## config.mk

```make
export PLATFORM = sky130hd
export DESIGN_NAME = spb_bridge
export DESIGN_NICKNAME = d
export VERILOG_FILES = /design/src/shared/spb_pkg.sv /design/src/verilog/spb_bridge.sv /design/src/verilog/spb_uart_rx.sv /design/src/verilog/spb_uart_tx.sv
export VERILOG_INCLUDE_DIRS = /design/src /design/src/shared
export SDC_FILE = /design/constraint.sdc
export NUM_CORES = 1
export LEC_CHECK = 0
export BUFFER_PORTS_ARGS = -buffer_cell sky130_fd_sc_hd__buf_2
export CORE_MARGIN = 3
export CORE_UTILIZATION = 60
export CTS_CLUSTER_SIZE = 25
export DETAILED_ROUTE_END_ITERATION = 12
export PLACE_DENSITY = 0.85
export SLEW_MARGIN = 20
export SYNTH_ARGS = -nofsm -noshare
export SYNTH_HDL_FRONTEND = slang
export SYNTH_SLANG_ARGS = --single-unit
```

## constraint.sdc

```tcl
create_clock -name i_clk_sys -period 4.2 [get_ports i_clk_sys]
set_clock_uncertainty 0.2 [all_clocks]
set_input_delay 0.84 -clock i_clk_sys [delete_from_list [all_inputs] [get_ports i_clk_sys]]
set_output_delay 0.84 -clock i_clk_sys [all_outputs]
set_load 0.05 [all_outputs]
```

## src/shared/spb_params.svh

```systemverilog
// Holds the offsets, field positions, reset values and timing counts
// of the serial-to-parallel printer bridge.
// Assumes inclusion by bare name from design and bench files.
`ifndef SPB_PARAMS_SVH
`define SPB_PARAMS_SVH

// ****************************************
// Register byte addresses
// ****************************************
`define SPB_ADDR_CTRL   4'h0
`define SPB_ADDR_STATUS 4'h4
`define SPB_ADDR_BAUD   4'h8
`define SPB_ADDR_DATA   4'hC

// ****************************************
// Control field positions and reset
// ****************************************
`define SPB_CTRL_EN     0
`define SPB_CTRL_LOOP   1
`define SPB_CTRL_FMT_LO 2
`define SPB_CTRL_FMT_HI 3
`define SPB_CTRL_VFU    4
`define SPB_CTRL_DSRDCD 5
`define SPB_CTRL_CTS    6
`define SPB_CTRL_RST    7'h00

// ****************************************
// Status field positions
// ****************************************
`define SPB_ST_LINK     0
`define SPB_ST_READY    1
`define SPB_ST_OVERRUN  2
`define SPB_ST_STROBE   3
`define SPB_ST_TXBUSY   4
`define SPB_ST_ONLINE   5
`define SPB_ST_FRAMEERR 6

// ****************************************
// Flow-control codes and line timing
// ****************************************
`define SPB_XON         8'h11
`define SPB_XOFF        8'h13
`define SPB_CLK_HZ      40000000
`define SPB_BAUD_BPS    9600
`define SPB_BAUD_DIV    (`SPB_CLK_HZ / `SPB_BAUD_BPS)

`endif

```

## src/shared/spb_pkg.sv

```systemverilog
// Holds the types shared by the printer bridge modules.
// Assumes nothing beyond a SystemVerilog compiler.
package spb_pkg;

   // ****************************************
   // Modes and states
   // ****************************************
   typedef enum logic [1:0] {
      FMT_SIMPLEX,
      FMT_UNBLOCKED,
      FMT_BLOCKED
   } spb_fmt_t;

   typedef enum logic {
      PAR_IDLE,
      PAR_STROBE
   } spb_par_st_t;

   // ****************************************
   // Signal carriers
   // ****************************************
   typedef struct packed {
      logic ready;
      logic request;
      logic online;
   } spb_par_in_t;

   typedef struct packed {
      logic       strobe;
      logic [7:0] data;
   } spb_par_out_t;

   typedef struct packed {
      logic dsr;
      logic dcd;
      logic cts;
   } spb_ctl_in_t;

   typedef struct packed {
      logic dtr_n;
      logic rts_n;
      logic srts_n;
      logic txd;
      logic ploop;
      logic aloop;
   } spb_mdm_out_t;

endpackage

```

## src/verilog/spb_bridge.sv

```systemverilog
// Holds the serial-to-parallel printer bridge: serial receiver with a
// one-byte hold, flow control toward the user, and the strobe handshake
// toward the parallel interface card.
// Assumes all pins synchronous to i_clk_sys; the analog line drivers
// and the card's own print handshakes sit outside.
//
// The address map and the address-and-strobe port were decided locally.
`timescale 1ns/1ps
`include "spb_params.svh"

module spb_bridge #(
   parameter int DIV_W = 16
) (
   // Clock and reset
   input  wire logic                 i_clk_sys,
   input  wire logic                 i_rst_n,
   // Register port
   input  wire logic [3:0]           i_addr,
   input  wire logic [31:0]          i_wdata,
   input  wire logic                 i_wr,
   input  wire logic                 i_rd,
   output logic [31:0]               o_rdata,
   // Serial side
   input  wire logic                 i_rxd,
   input  wire logic                 i_rxd_loop,
   input  wire spb_pkg::spb_ctl_in_t i_ctl,
   output spb_pkg::spb_mdm_out_t     o_mdm,
   // Parallel side
   input  wire spb_pkg::spb_par_in_t i_par,
   output spb_pkg::spb_par_out_t     o_par
);
   import spb_pkg::*;

   // ****************************************
   // State
   // ****************************************
   typedef struct packed {
      logic [6:0]       ctrl;
      logic [DIV_W-1:0] baud;
      logic             link;
      logic             hold_full;
      logic [7:0]       hold;
      logic             overrun;
      logic             frame_err;
      spb_par_st_t      pst;
      logic             xon_pend;
      logic             xoff_sent;
      logic             sw_pend;
      logic [7:0]       sw_byte;
      logic [31:0]      rdata;
   } spb_top_state_t;

   spb_top_state_t q_reg, q_next;

   logic             rx_valid;
   logic             rx_ferr;
   logic [7:0]       rx_data;
   logic             tx_line;
   logic             tx_busy;
   logic             tx_start;
   logic [7:0]       tx_byte;
   logic             rx_line;
   logic             rx_en;
   logic             loop_mode;
   logic             vertical_format_option;
   spb_fmt_t         fmt;
   logic             duplex;
   logic             want_off;
   logic             tx_ok;
   logic             deliver;

   // Divider resets to the 9600 baud count, which needs 13 bits; a
   // narrower counter would wrap to a wrong rate out of reset
   if (DIV_W < 13) $error("spb_bridge: DIV_W cannot hold baud reset");

   // ****************************************
   // Mode decode
   // ****************************************
   // Line method and strobe polarity straight from control bits
   assign loop_mode = q_reg.ctrl[`SPB_CTRL_LOOP];
   assign vertical_format_option       = q_reg.ctrl[`SPB_CTRL_VFU];

   // Unused fourth code falls back to simplex
   always_comb begin
      unique case (q_reg.ctrl[`SPB_CTRL_FMT_HI:`SPB_CTRL_FMT_LO])
         2'h1:    fmt = FMT_UNBLOCKED;
         2'h2:    fmt = FMT_BLOCKED;
         default: fmt = FMT_SIMPLEX;
      endcase
   end

   assign duplex = (fmt != FMT_SIMPLEX);

   // Receive line source and gating by user modem lines
   assign rx_line = loop_mode ? i_rxd_loop : i_rxd;
   assign rx_en   = q_reg.link &&
                    (!q_reg.ctrl[`SPB_CTRL_DSRDCD] ||
                     (i_ctl.dsr && i_ctl.dcd));

   // ****************************************
   // Transmit arbitration
   // ****************************************
   // Blocked duplex mirrors the hold state with XOFF and XON
   assign want_off = (fmt == FMT_BLOCKED) && q_reg.hold_full;
   // CTS is honoured only when software asks for it
   assign tx_ok    = !tx_busy && q_reg.link && duplex &&
                     (!q_reg.ctrl[`SPB_CTRL_CTS] || i_ctl.cts);

   // Opening XON first, then flow codes, then status bytes
   always_comb begin
      tx_start = 1'b0;
      tx_byte  = `SPB_XON;
      if (tx_ok) begin
         if (q_reg.xon_pend) begin
            tx_start = 1'b1;
            tx_byte  = `SPB_XON;
         end else if (want_off != q_reg.xoff_sent) begin
            tx_start = 1'b1;
            tx_byte  = want_off ? `SPB_XOFF : `SPB_XON;
         end else if (q_reg.sw_pend) begin
            tx_start = 1'b1;
            tx_byte  = q_reg.sw_byte;
         end
      end
   end

   // Handshake finishing this cycle frees the hold
   assign deliver = (q_reg.pst == PAR_STROBE) && !i_par.request;

   // ****************************************
   // Next state
   // ****************************************
   always_comb begin
      q_next       = q_reg;
      q_next.rdata = 32'h0000_0000;

      // Link comes up on ready and request, falls with ready or enable
      if (!q_reg.ctrl[`SPB_CTRL_EN] || !i_par.ready) begin
         q_next.link     = 1'b0;
         q_next.xon_pend = 1'b0;
      end else if (!q_reg.link && i_par.request) begin
         q_next.link     = 1'b1;
         q_next.xon_pend = duplex;
      end

      // Transmit bookkeeping
      if (tx_start) begin
         if (q_reg.xon_pend) begin
            q_next.xon_pend = 1'b0;
         end else if (want_off != q_reg.xoff_sent) begin
            q_next.xoff_sent = want_off;
         end else begin
            q_next.sw_pend = 1'b0;
         end
      end
      if (!q_reg.link) q_next.xoff_sent = 1'b0;

      // Parallel handshake; strobe held until request falls
      unique case (q_reg.pst)
         PAR_IDLE: begin
            if (q_reg.hold_full && i_par.ready && i_par.request &&
                q_reg.link) begin
               q_next.pst = PAR_STROBE;
            end
         end
         PAR_STROBE: begin
            if (!i_par.request) begin
               q_next.pst       = PAR_IDLE;
               q_next.hold_full = 1'b0;
            end
         end
      endcase

      // Register writes; status write-one clears sticky errors
      if (i_wr) begin
         unique case (i_addr)
            `SPB_ADDR_CTRL: q_next.ctrl = i_wdata[6:0];
            `SPB_ADDR_BAUD: q_next.baud = i_wdata[DIV_W-1:0];
            `SPB_ADDR_DATA: begin
               // A byte written while one waits replaces it
               q_next.sw_pend = 1'b1;
               q_next.sw_byte = i_wdata[7:0];
            end
            `SPB_ADDR_STATUS: begin
               if (i_wdata[`SPB_ST_OVERRUN])  q_next.overrun   = 1'b0;
               if (i_wdata[`SPB_ST_FRAMEERR]) q_next.frame_err = 1'b0;
            end
            default: ;
         endcase
      end

      // Received character; set wins over any clear above
      if (rx_ferr) q_next.frame_err = 1'b1;
      if (rx_valid) begin
         if (q_reg.hold_full && !deliver) begin
            q_next.overrun = 1'b1;
         end else begin
            q_next.hold_full = 1'b1;
            q_next.hold      = rx_data;
         end
      end

      // Read data in the cycle after the strobe, zero elsewhere
      if (i_rd) begin
         unique case (i_addr)
            `SPB_ADDR_CTRL:   q_next.rdata = {25'h0, q_reg.ctrl};
            `SPB_ADDR_BAUD:   q_next.rdata = 32'(q_reg.baud);
            `SPB_ADDR_DATA:   q_next.rdata = {24'h0, q_reg.hold};
            `SPB_ADDR_STATUS: begin
               q_next.rdata[`SPB_ST_LINK]     = q_reg.link;
               q_next.rdata[`SPB_ST_READY]    = q_reg.hold_full;
               q_next.rdata[`SPB_ST_OVERRUN]  = q_reg.overrun;
               q_next.rdata[`SPB_ST_STROBE]   = (q_reg.pst == PAR_STROBE);
               q_next.rdata[`SPB_ST_TXBUSY]   = tx_busy;
               q_next.rdata[`SPB_ST_ONLINE]   = i_par.online;
               q_next.rdata[`SPB_ST_FRAMEERR] = q_reg.frame_err;
            end
            default: ;
         endcase
      end
   end

   // ****************************************
   // State register
   // ****************************************
   always_ff @(posedge i_clk_sys or negedge i_rst_n) begin
      if (!i_rst_n) begin
         q_reg      <= '0;
         q_reg.ctrl <= `SPB_CTRL_RST;
         q_reg.baud <= DIV_W'(`SPB_BAUD_DIV);
         q_reg.pst  <= PAR_IDLE;
      end else begin
         q_reg <= q_next;
      end
   end

   // ****************************************
   // Serial engines
   // ****************************************
   spb_uart_rx #(.DIV_W(DIV_W)) u_rx (
      .i_clk_sys   (i_clk_sys),
      .i_rst_n     (i_rst_n),
      .i_en        (rx_en),
      .i_rxd       (rx_line),
      .i_div       (q_reg.baud),
      .o_valid     (rx_valid),
      .o_frame_err (rx_ferr),
      .o_data      (rx_data)
   );

   spb_uart_tx #(.DIV_W(DIV_W)) u_tx (
      .i_clk_sys (i_clk_sys),
      .i_rst_n   (i_rst_n),
      .i_start   (tx_start),
      .i_byte    (tx_byte),
      .i_div     (q_reg.baud),
      .o_txd     (tx_line),
      .o_busy    (tx_busy)
   );

   // ****************************************
   // Pin drive
   // ****************************************
   // Modem lines low while linked; secondary request shows free hold
   assign o_mdm.dtr_n  = !q_reg.link;
   assign o_mdm.rts_n  = !q_reg.link;
   assign o_mdm.srts_n = !(q_reg.link && !q_reg.hold_full);
   // Each line idles at mark when its method is not selected
   assign o_mdm.txd    = loop_mode ? 1'b1 : tx_line;
   assign o_mdm.aloop  = loop_mode ? tx_line : 1'b1;
   assign o_mdm.ploop  = loop_mode && q_reg.link &&
                         !q_reg.hold_full;

   // Data straight from the hold; strobe polarity per card type
   assign o_par.data   = q_reg.hold;
   assign o_par.strobe = (q_reg.pst == PAR_STROBE) ^ vertical_format_option;

   // Read data straight from its flop; zero outside the answer cycle
   // so a late sample reads as empty rather than stale
   assign o_rdata      = q_reg.rdata;

endmodule // spb_bridge

```

## src/verilog/spb_uart_rx.sv

```systemverilog
// Holds the asynchronous character receiver: start edge, 8 data bits
// LSB first, one stop bit.
// Assumes i_rxd synchronous to i_clk_sys and i_div of at least 2.
`timescale 1ns/1ps
module spb_uart_rx #(
   parameter int DIV_W = 16
) (
   // Clock and reset
   input  wire logic             i_clk_sys,
   input  wire logic             i_rst_n,
   // Line and setup
   input  wire logic             i_en,
   input  wire logic             i_rxd,
   input  wire logic [DIV_W-1:0] i_div,
   // Character out
   output logic                  o_valid,
   output logic                  o_frame_err,
   output logic [7:0]            o_data
);
   typedef enum logic [1:0] {RX_IDLE, RX_START, RX_DATA, RX_STOP}
      spb_rx_st_t;
   typedef struct packed {
      spb_rx_st_t       st;
      logic [DIV_W-1:0] cnt;
      logic [2:0]       idx;
      logic [7:0]       sh;
      logic             prev;
      logic             valid;
      logic             ferr;
   } spb_rx_state_t;

   spb_rx_state_t q_reg, q_next;

   // Counter must hold at least a half-bit of a few cycles
   if (DIV_W < 4) $error("spb_uart_rx: DIV_W too small");

   // Bit timing and framing
   always_comb begin
      q_next       = q_reg;
      q_next.prev  = i_rxd;
      q_next.valid = 1'b0;
      q_next.ferr  = 1'b0;
      unique case (q_reg.st)
         RX_IDLE: begin
            // Falling edge of the idle-high line opens a character
            if (i_en && q_reg.prev && !i_rxd) begin
               q_next.st  = RX_START;
               q_next.cnt = i_div >> 1;
            end
         end
         RX_START: begin
            if (q_reg.cnt == '0) begin
               // A glitch shorter than half a bit is not a start
               q_next.st  = i_rxd ? RX_IDLE : RX_DATA;
               q_next.cnt = i_div - DIV_W'(1);
               q_next.idx = 3'h0;
            end else begin
               q_next.cnt = q_reg.cnt - DIV_W'(1);
            end
         end
         RX_DATA: begin
            if (q_reg.cnt == '0) begin
               q_next.sh  = {i_rxd, q_reg.sh[7:1]};
               q_next.cnt = i_div - DIV_W'(1);
               q_next.idx = q_reg.idx + 3'h1;
               if (q_reg.idx == 3'h7) q_next.st = RX_STOP;
            end else begin
               q_next.cnt = q_reg.cnt - DIV_W'(1);
            end
         end
         RX_STOP: begin
            if (q_reg.cnt == '0) begin
               q_next.valid = i_rxd;
               q_next.ferr  = !i_rxd;
               q_next.st    = RX_IDLE;
            end else begin
               q_next.cnt = q_reg.cnt - DIV_W'(1);
            end
         end
      endcase
   end

   // State register
   always_ff @(posedge i_clk_sys or negedge i_rst_n) begin
      if (!i_rst_n) begin
         q_reg <= '{st: RX_IDLE, prev: 1'b1, default: '0};
      end else begin
         q_reg <= q_next;
      end
   end

   assign o_valid     = q_reg.valid;
   assign o_frame_err = q_reg.ferr;
   assign o_data      = q_reg.sh;

endmodule // spb_uart_rx

```

## src/verilog/spb_uart_tx.sv

```systemverilog
// Holds the asynchronous character transmitter, 8N1, LSB first.
// Assumes i_start only while o_busy is low and i_div of at least 2.
`timescale 1ns/1ps
module spb_uart_tx #(
   parameter int DIV_W = 16
) (
   // Clock and reset
   input  wire logic             i_clk_sys,
   input  wire logic             i_rst_n,
   // Request
   input  wire logic             i_start,
   input  wire logic [7:0]       i_byte,
   input  wire logic [DIV_W-1:0] i_div,
   // Line
   output logic                  o_txd,
   output logic                  o_busy
);
   typedef struct packed {
      logic             busy;
      logic [DIV_W-1:0] cnt;
      logic [3:0]       n;
      logic [9:0]       sh;
   } spb_tx_state_t;

   spb_tx_state_t q_reg, q_next;

   if (DIV_W < 4) $error("spb_uart_tx: DIV_W too small");

   // Shift out start, data and stop; idle line is mark
   always_comb begin
      q_next = q_reg;
      if (!q_reg.busy) begin
         if (i_start) begin
            q_next.busy = 1'b1;
            q_next.sh   = {1'b1, i_byte, 1'b0};
            q_next.cnt  = i_div - DIV_W'(1);
            q_next.n    = 4'h0;
         end
      end else if (q_reg.cnt == '0) begin
         q_next.sh  = {1'b1, q_reg.sh[9:1]};
         q_next.cnt = i_div - DIV_W'(1);
         q_next.n   = q_reg.n + 4'h1;
         if (q_reg.n == 4'h9) q_next.busy = 1'b0;
      end else begin
         q_next.cnt = q_reg.cnt - DIV_W'(1);
      end
   end

   // State register
   always_ff @(posedge i_clk_sys or negedge i_rst_n) begin
      if (!i_rst_n) begin
         q_reg <= '{sh: 10'h3FF, default: '0};
      end else begin
         q_reg <= q_next;
      end
   end

   assign o_txd  = q_reg.sh[0];
   assign o_busy = q_reg.busy;

endmodule // spb_uart_tx
```

==> summary.txt <==
SYNTH
--------------------------------------------------------------------------------
Proportion of synthesized area in mux cells .......................       8.728%
Adder-cell share of the synthesized area ..........................       2.349%
Synth cell count leaders .......................................... dfrtp_1 (111), nand2_1 (63), nor2_1 (60), mux2_2 (51), buf_4 (42)
Count of different cell masters after synthesis ...................           81
Synthesized area per cell .........................................    10.33 µm²
Library cell with the largest summed area after synthesis .........      dfrtp_1
Compound-cell area share of the yosys netlist .....................       15.14%
Number of standard cells after synthesis ..........................          670
Yosys reg bits ....................................................          126
EDFF count, synth .................................................            0
Post-synthesis async set-or-reset flop share ......................       100.0%
Synth warn ........................................................            0
Area fraction in and, or, nand and nor cells after synthesis ......       16.90%
Largest family of logic cells by synthesized area ................. simple AND/OR/NAND/NOR gates
Dominant synthesized flop cell ....................................      dfrtp_1
Ranking of synthesized cells by area .............................. dfrtp_1 (40%), mux2_2 (8.3%), dfstp_2 (5.7%), buf_4 (4.6%), nand2_1 (3.4%)
Register area share after synthesis ...............................       45.81%
Most common cell in the synthesized netlist .......................      dfrtp_1
Proportion of netlist area held by the largest area contributor ...       40.12%
Area of the mapped netlist ........................................ 0.006924 mm²
Share of the synthesized netlist area taken by xor and xnor gates .       2.909%

TIMING
--------------------------------------------------------------------------------
Final critical path time including I/O delays and setup ...........      3118 ps
Count of final hold-check violations ..............................            0
Final-layout worst hold slack .....................................     239.9 ps
Tightest Pin Transition ...........................................      1091 ps
Final setup slack of the worst path ...............................      1082 ps
Part of the cycle the worst path needs ............................       74.23%
Achievable Freq ...................................................    320.8 MHz
Final Max Slew Viols ..............................................            0
Setup repair after global routing missed its margin ...............        false
Sum of negative setup slack .......................................         0 ps
Number of endpoints failing setup at the final stage ..............            0
Worst slew slack as a fraction of its limit .......................       27.00%

CRITICAL PATH
--------------------------------------------------------------------------------
Worst setup path class ............................................ flip-flop to flip-flop
Worst-path cell with the longest stage delay ......................      a21oi_1
Cell mode on critical path ........................................        buf_4
Worst-path maximum fanout .........................................           18
Critical path's largest stage delay ...............................       760 ps
CP startpoint kind ................................................    flip-flop
WP buf/inv ........................................................            4
Critical Path, Cell by Cell ....................................... inv_1 > ha_1 > clkinv_1 > buf_4 > a41oi_1 > buf_4 > a21oi_1 > o21ai_0 > o21ai_1
Worst Setup End Kind ..............................................    flip-flop
Data required time of the critical path ...........................      4340 ps
Family with the most delay on the worst path ...................... compound AO/OA/AOI/OAI gates
Data arrival at the endpoint of the critical path .................      3260 ps

ROUTING
--------------------------------------------------------------------------------
Detailed-route DRC error count ....................................            0
Total vias in the final route .....................................         5514
Total wire length .................................................     17.75 mm
Via density .......................................................        6.412
Post-route antenna net violation count ............................            0
Number of DRC violations after detailed-routing iteration 0 .......          581
First-pass iteration count of the detailed router .................            5
DR WL/cell ........................................................     20.64 µm

POWER AND IR DROP
--------------------------------------------------------------------------------
Switching power total .............................................     953.4 µW
Part of the power in registers ....................................        40.7%
Pwr/cell area ..................................................... 457.8 mW/mm²
Power, Total ......................................................     3.536 mW
Clock share of power ..............................................        47.9%
Peak VDD IR .......................................................    0.5964 mV
Leak ..............................................................     3.419 nW
Internal power component ..........................................     2.583 mW
Switching Fraction ................................................       26.96%
Gate power share ..................................................        11.4%

LAYOUT
--------------------------------------------------------------------------------
Footprint of the multi-input gates ................................ 0.003247 mm²
Layout overhead on the synthesized area ...........................       11.55%
Layout cell share with drive strength beyond 1 ....................       27.64%
Filler instances ..................................................          765
Register area ..................................................... 0.003172 mm²
Number of inserted diodes .........................................            0
Largest register FFs ..............................................           38
Net count of the finished layout ..................................          768

GLOBAL ROUTING
--------------------------------------------------------------------------------
Maximum number of pins on one net before global-route repair ......           71
Vias in the first global route ....................................         5401
Global-route wire length before repair ............................     27.75 mm
Total global routing overflow .....................................            0
GRT Overall Usage .................................................       27.67%
Antenna violations before repair ..................................            0

FLOORPLAN
--------------------------------------------------------------------------------
Die Wd ............................................................     113.4 µm
Vert. Die Dim .....................................................     113.4 µm
I/O pins ..........................................................           95
Area of the die ...................................................  0.01287 mm²
Initial Util ......................................................       62.50%
Std cell rows .....................................................           38
Standard cell core area ...........................................  0.01108 mm²

CTS
--------------------------------------------------------------------------------
Clock Sinks .......................................................          126
Post-CTS setup buffers ............................................            0
Root buffer selected by CTS .......................................    clkbuf_16
CTS tree ..........................................................          yes
Number of buffers created by CTS ..................................           17
Clock network latency to the later pin of the worst-skew pair .....       430 ps
CTS clock-pin slew for the worst setup and hold paths .............        60 ps
Total of hold buffers inserted after clock tree synthesis .........            0
Number of levels the H-tree was split into ........................            4
Resized cells post-CTS ............................................            0
Maximum count of clock buffers along a single path ................            2

HOLD PATH
--------------------------------------------------------------------------------
Path type of the worst min-delay path ............................. flip-flop to flip-flop

PLACED DESIGN
--------------------------------------------------------------------------------
Hpwl dp ...........................................................     11.82 mm
Port bufs .........................................................           62
Worst setup slack before clock tree synthesis .....................      1051 ps
Final Wtd Congestion ..............................................       0.9203

RUN STATUS
--------------------------------------------------------------------------------
Outcome ...........................................................    completed

FLOW RUN
--------------------------------------------------------------------------------
Max Cap Viol ......................................................            0

==> routing by layer <==
metal / track usage, % / share of wire, % / vias to the layer above
met4: 10.66 / 2.4 / 0
met5: 0 / 0 / -
li1: - / - / 2436
met3: 5.623 / 7.1 / 44
met2: 45.06 / 49 / 283
met1: 36.76 / 42 / 2751
==> logic make-up after synthesis <==
logic type	count (synthesis)
muxes	54
other	1
xor gates and xnor gates	23
buffers and inverters	86
DFF	126
AOI/OAI and AO/OA	149
adders and majority gates	13
and+or+nand+nor	218
==> layout make-up <==
cell class                      instances  share of cell area (%)
Sequential cell                       126                   41.07
Inverter                               21                   1.021
Clock inverter                         13                   3.078
Timing Repair Buffer                   68                   4.795
Clock buffer                           19                   5.735
Tap cell                              140                   2.268
Multi-Input combinational cell        473                   42.04
==> metrics by stage <==
step           area [µm²]  util, %  cells
2_1_floorplan        6980        -    685
3_3_place_gp         7043    63.58    828
3_5_place_dp         7043    63.58    828
4_1_cts              7724    69.72    860
5_1_grt              7724    69.72    860
6_report             7724    69.72    860
==> worst register-to-register path, cell delays in order (launching register included) <==
cell and delay [ps]:
dfrtp_1 440, inv_1 110, ha_1 450, clkinv_1 100, buf_4 230, a41oi_1 80
buf_4 200, a21oi_1 760, o21ai_0 260, o21ai_1 200
==> final timing paths <==
path / start / endpoint / slack [ps] / cells after the start
worst min-delay path: u_rx.o_frame_err / q_reg[44] / 240 / 1
max in group asynchronous: i_rst_n / q_reg[68] / 2600 / 2
min in group asynchronous: i_rst_n / q_reg[66] / 350 / 1
worst max-delay path: u_rx.q_reg[30] / u_rx.q_reg[22] / 1080 / 9
worst min register to register: u_rx.o_frame_err / q_reg[44] / 240 / 1
worst max register to register: u_rx.q_reg[30] / u_rx.q_reg[22] / 1080 / 9
==> power groups by stage <==
| stage | Clock, mW | Sequential (mW) | Combinational (mW) |
|---|---|---|---|
| 6_report | 1.69 | 1.44 | 0.405 |
| 3_5_place_dp | 0 | 1.45 | 0.394 |
| 2_1_floorplan | 0 | 1.39 | 0.306 |
| 4_1_cts | 1.69 | 1.43 | 0.401 |
| 5_1_grt | 1.75 | 1.44 | 0.433 |
| 3_3_place_gp | 0 | 1.44 | 0.382 |
==> placed cells by master, fill, tap and decap left out, types with 16 or more instances in the layout <==
master	instances
a21oi_1	19
buf_2	61
clkbuf_16	17
conb_1	16
dfrtp_1	111
inv_1	19
mux2_2	51
nand2_1	63
nor2_1	60
o21ai_0	39
(Power assumes the default switching activity.)
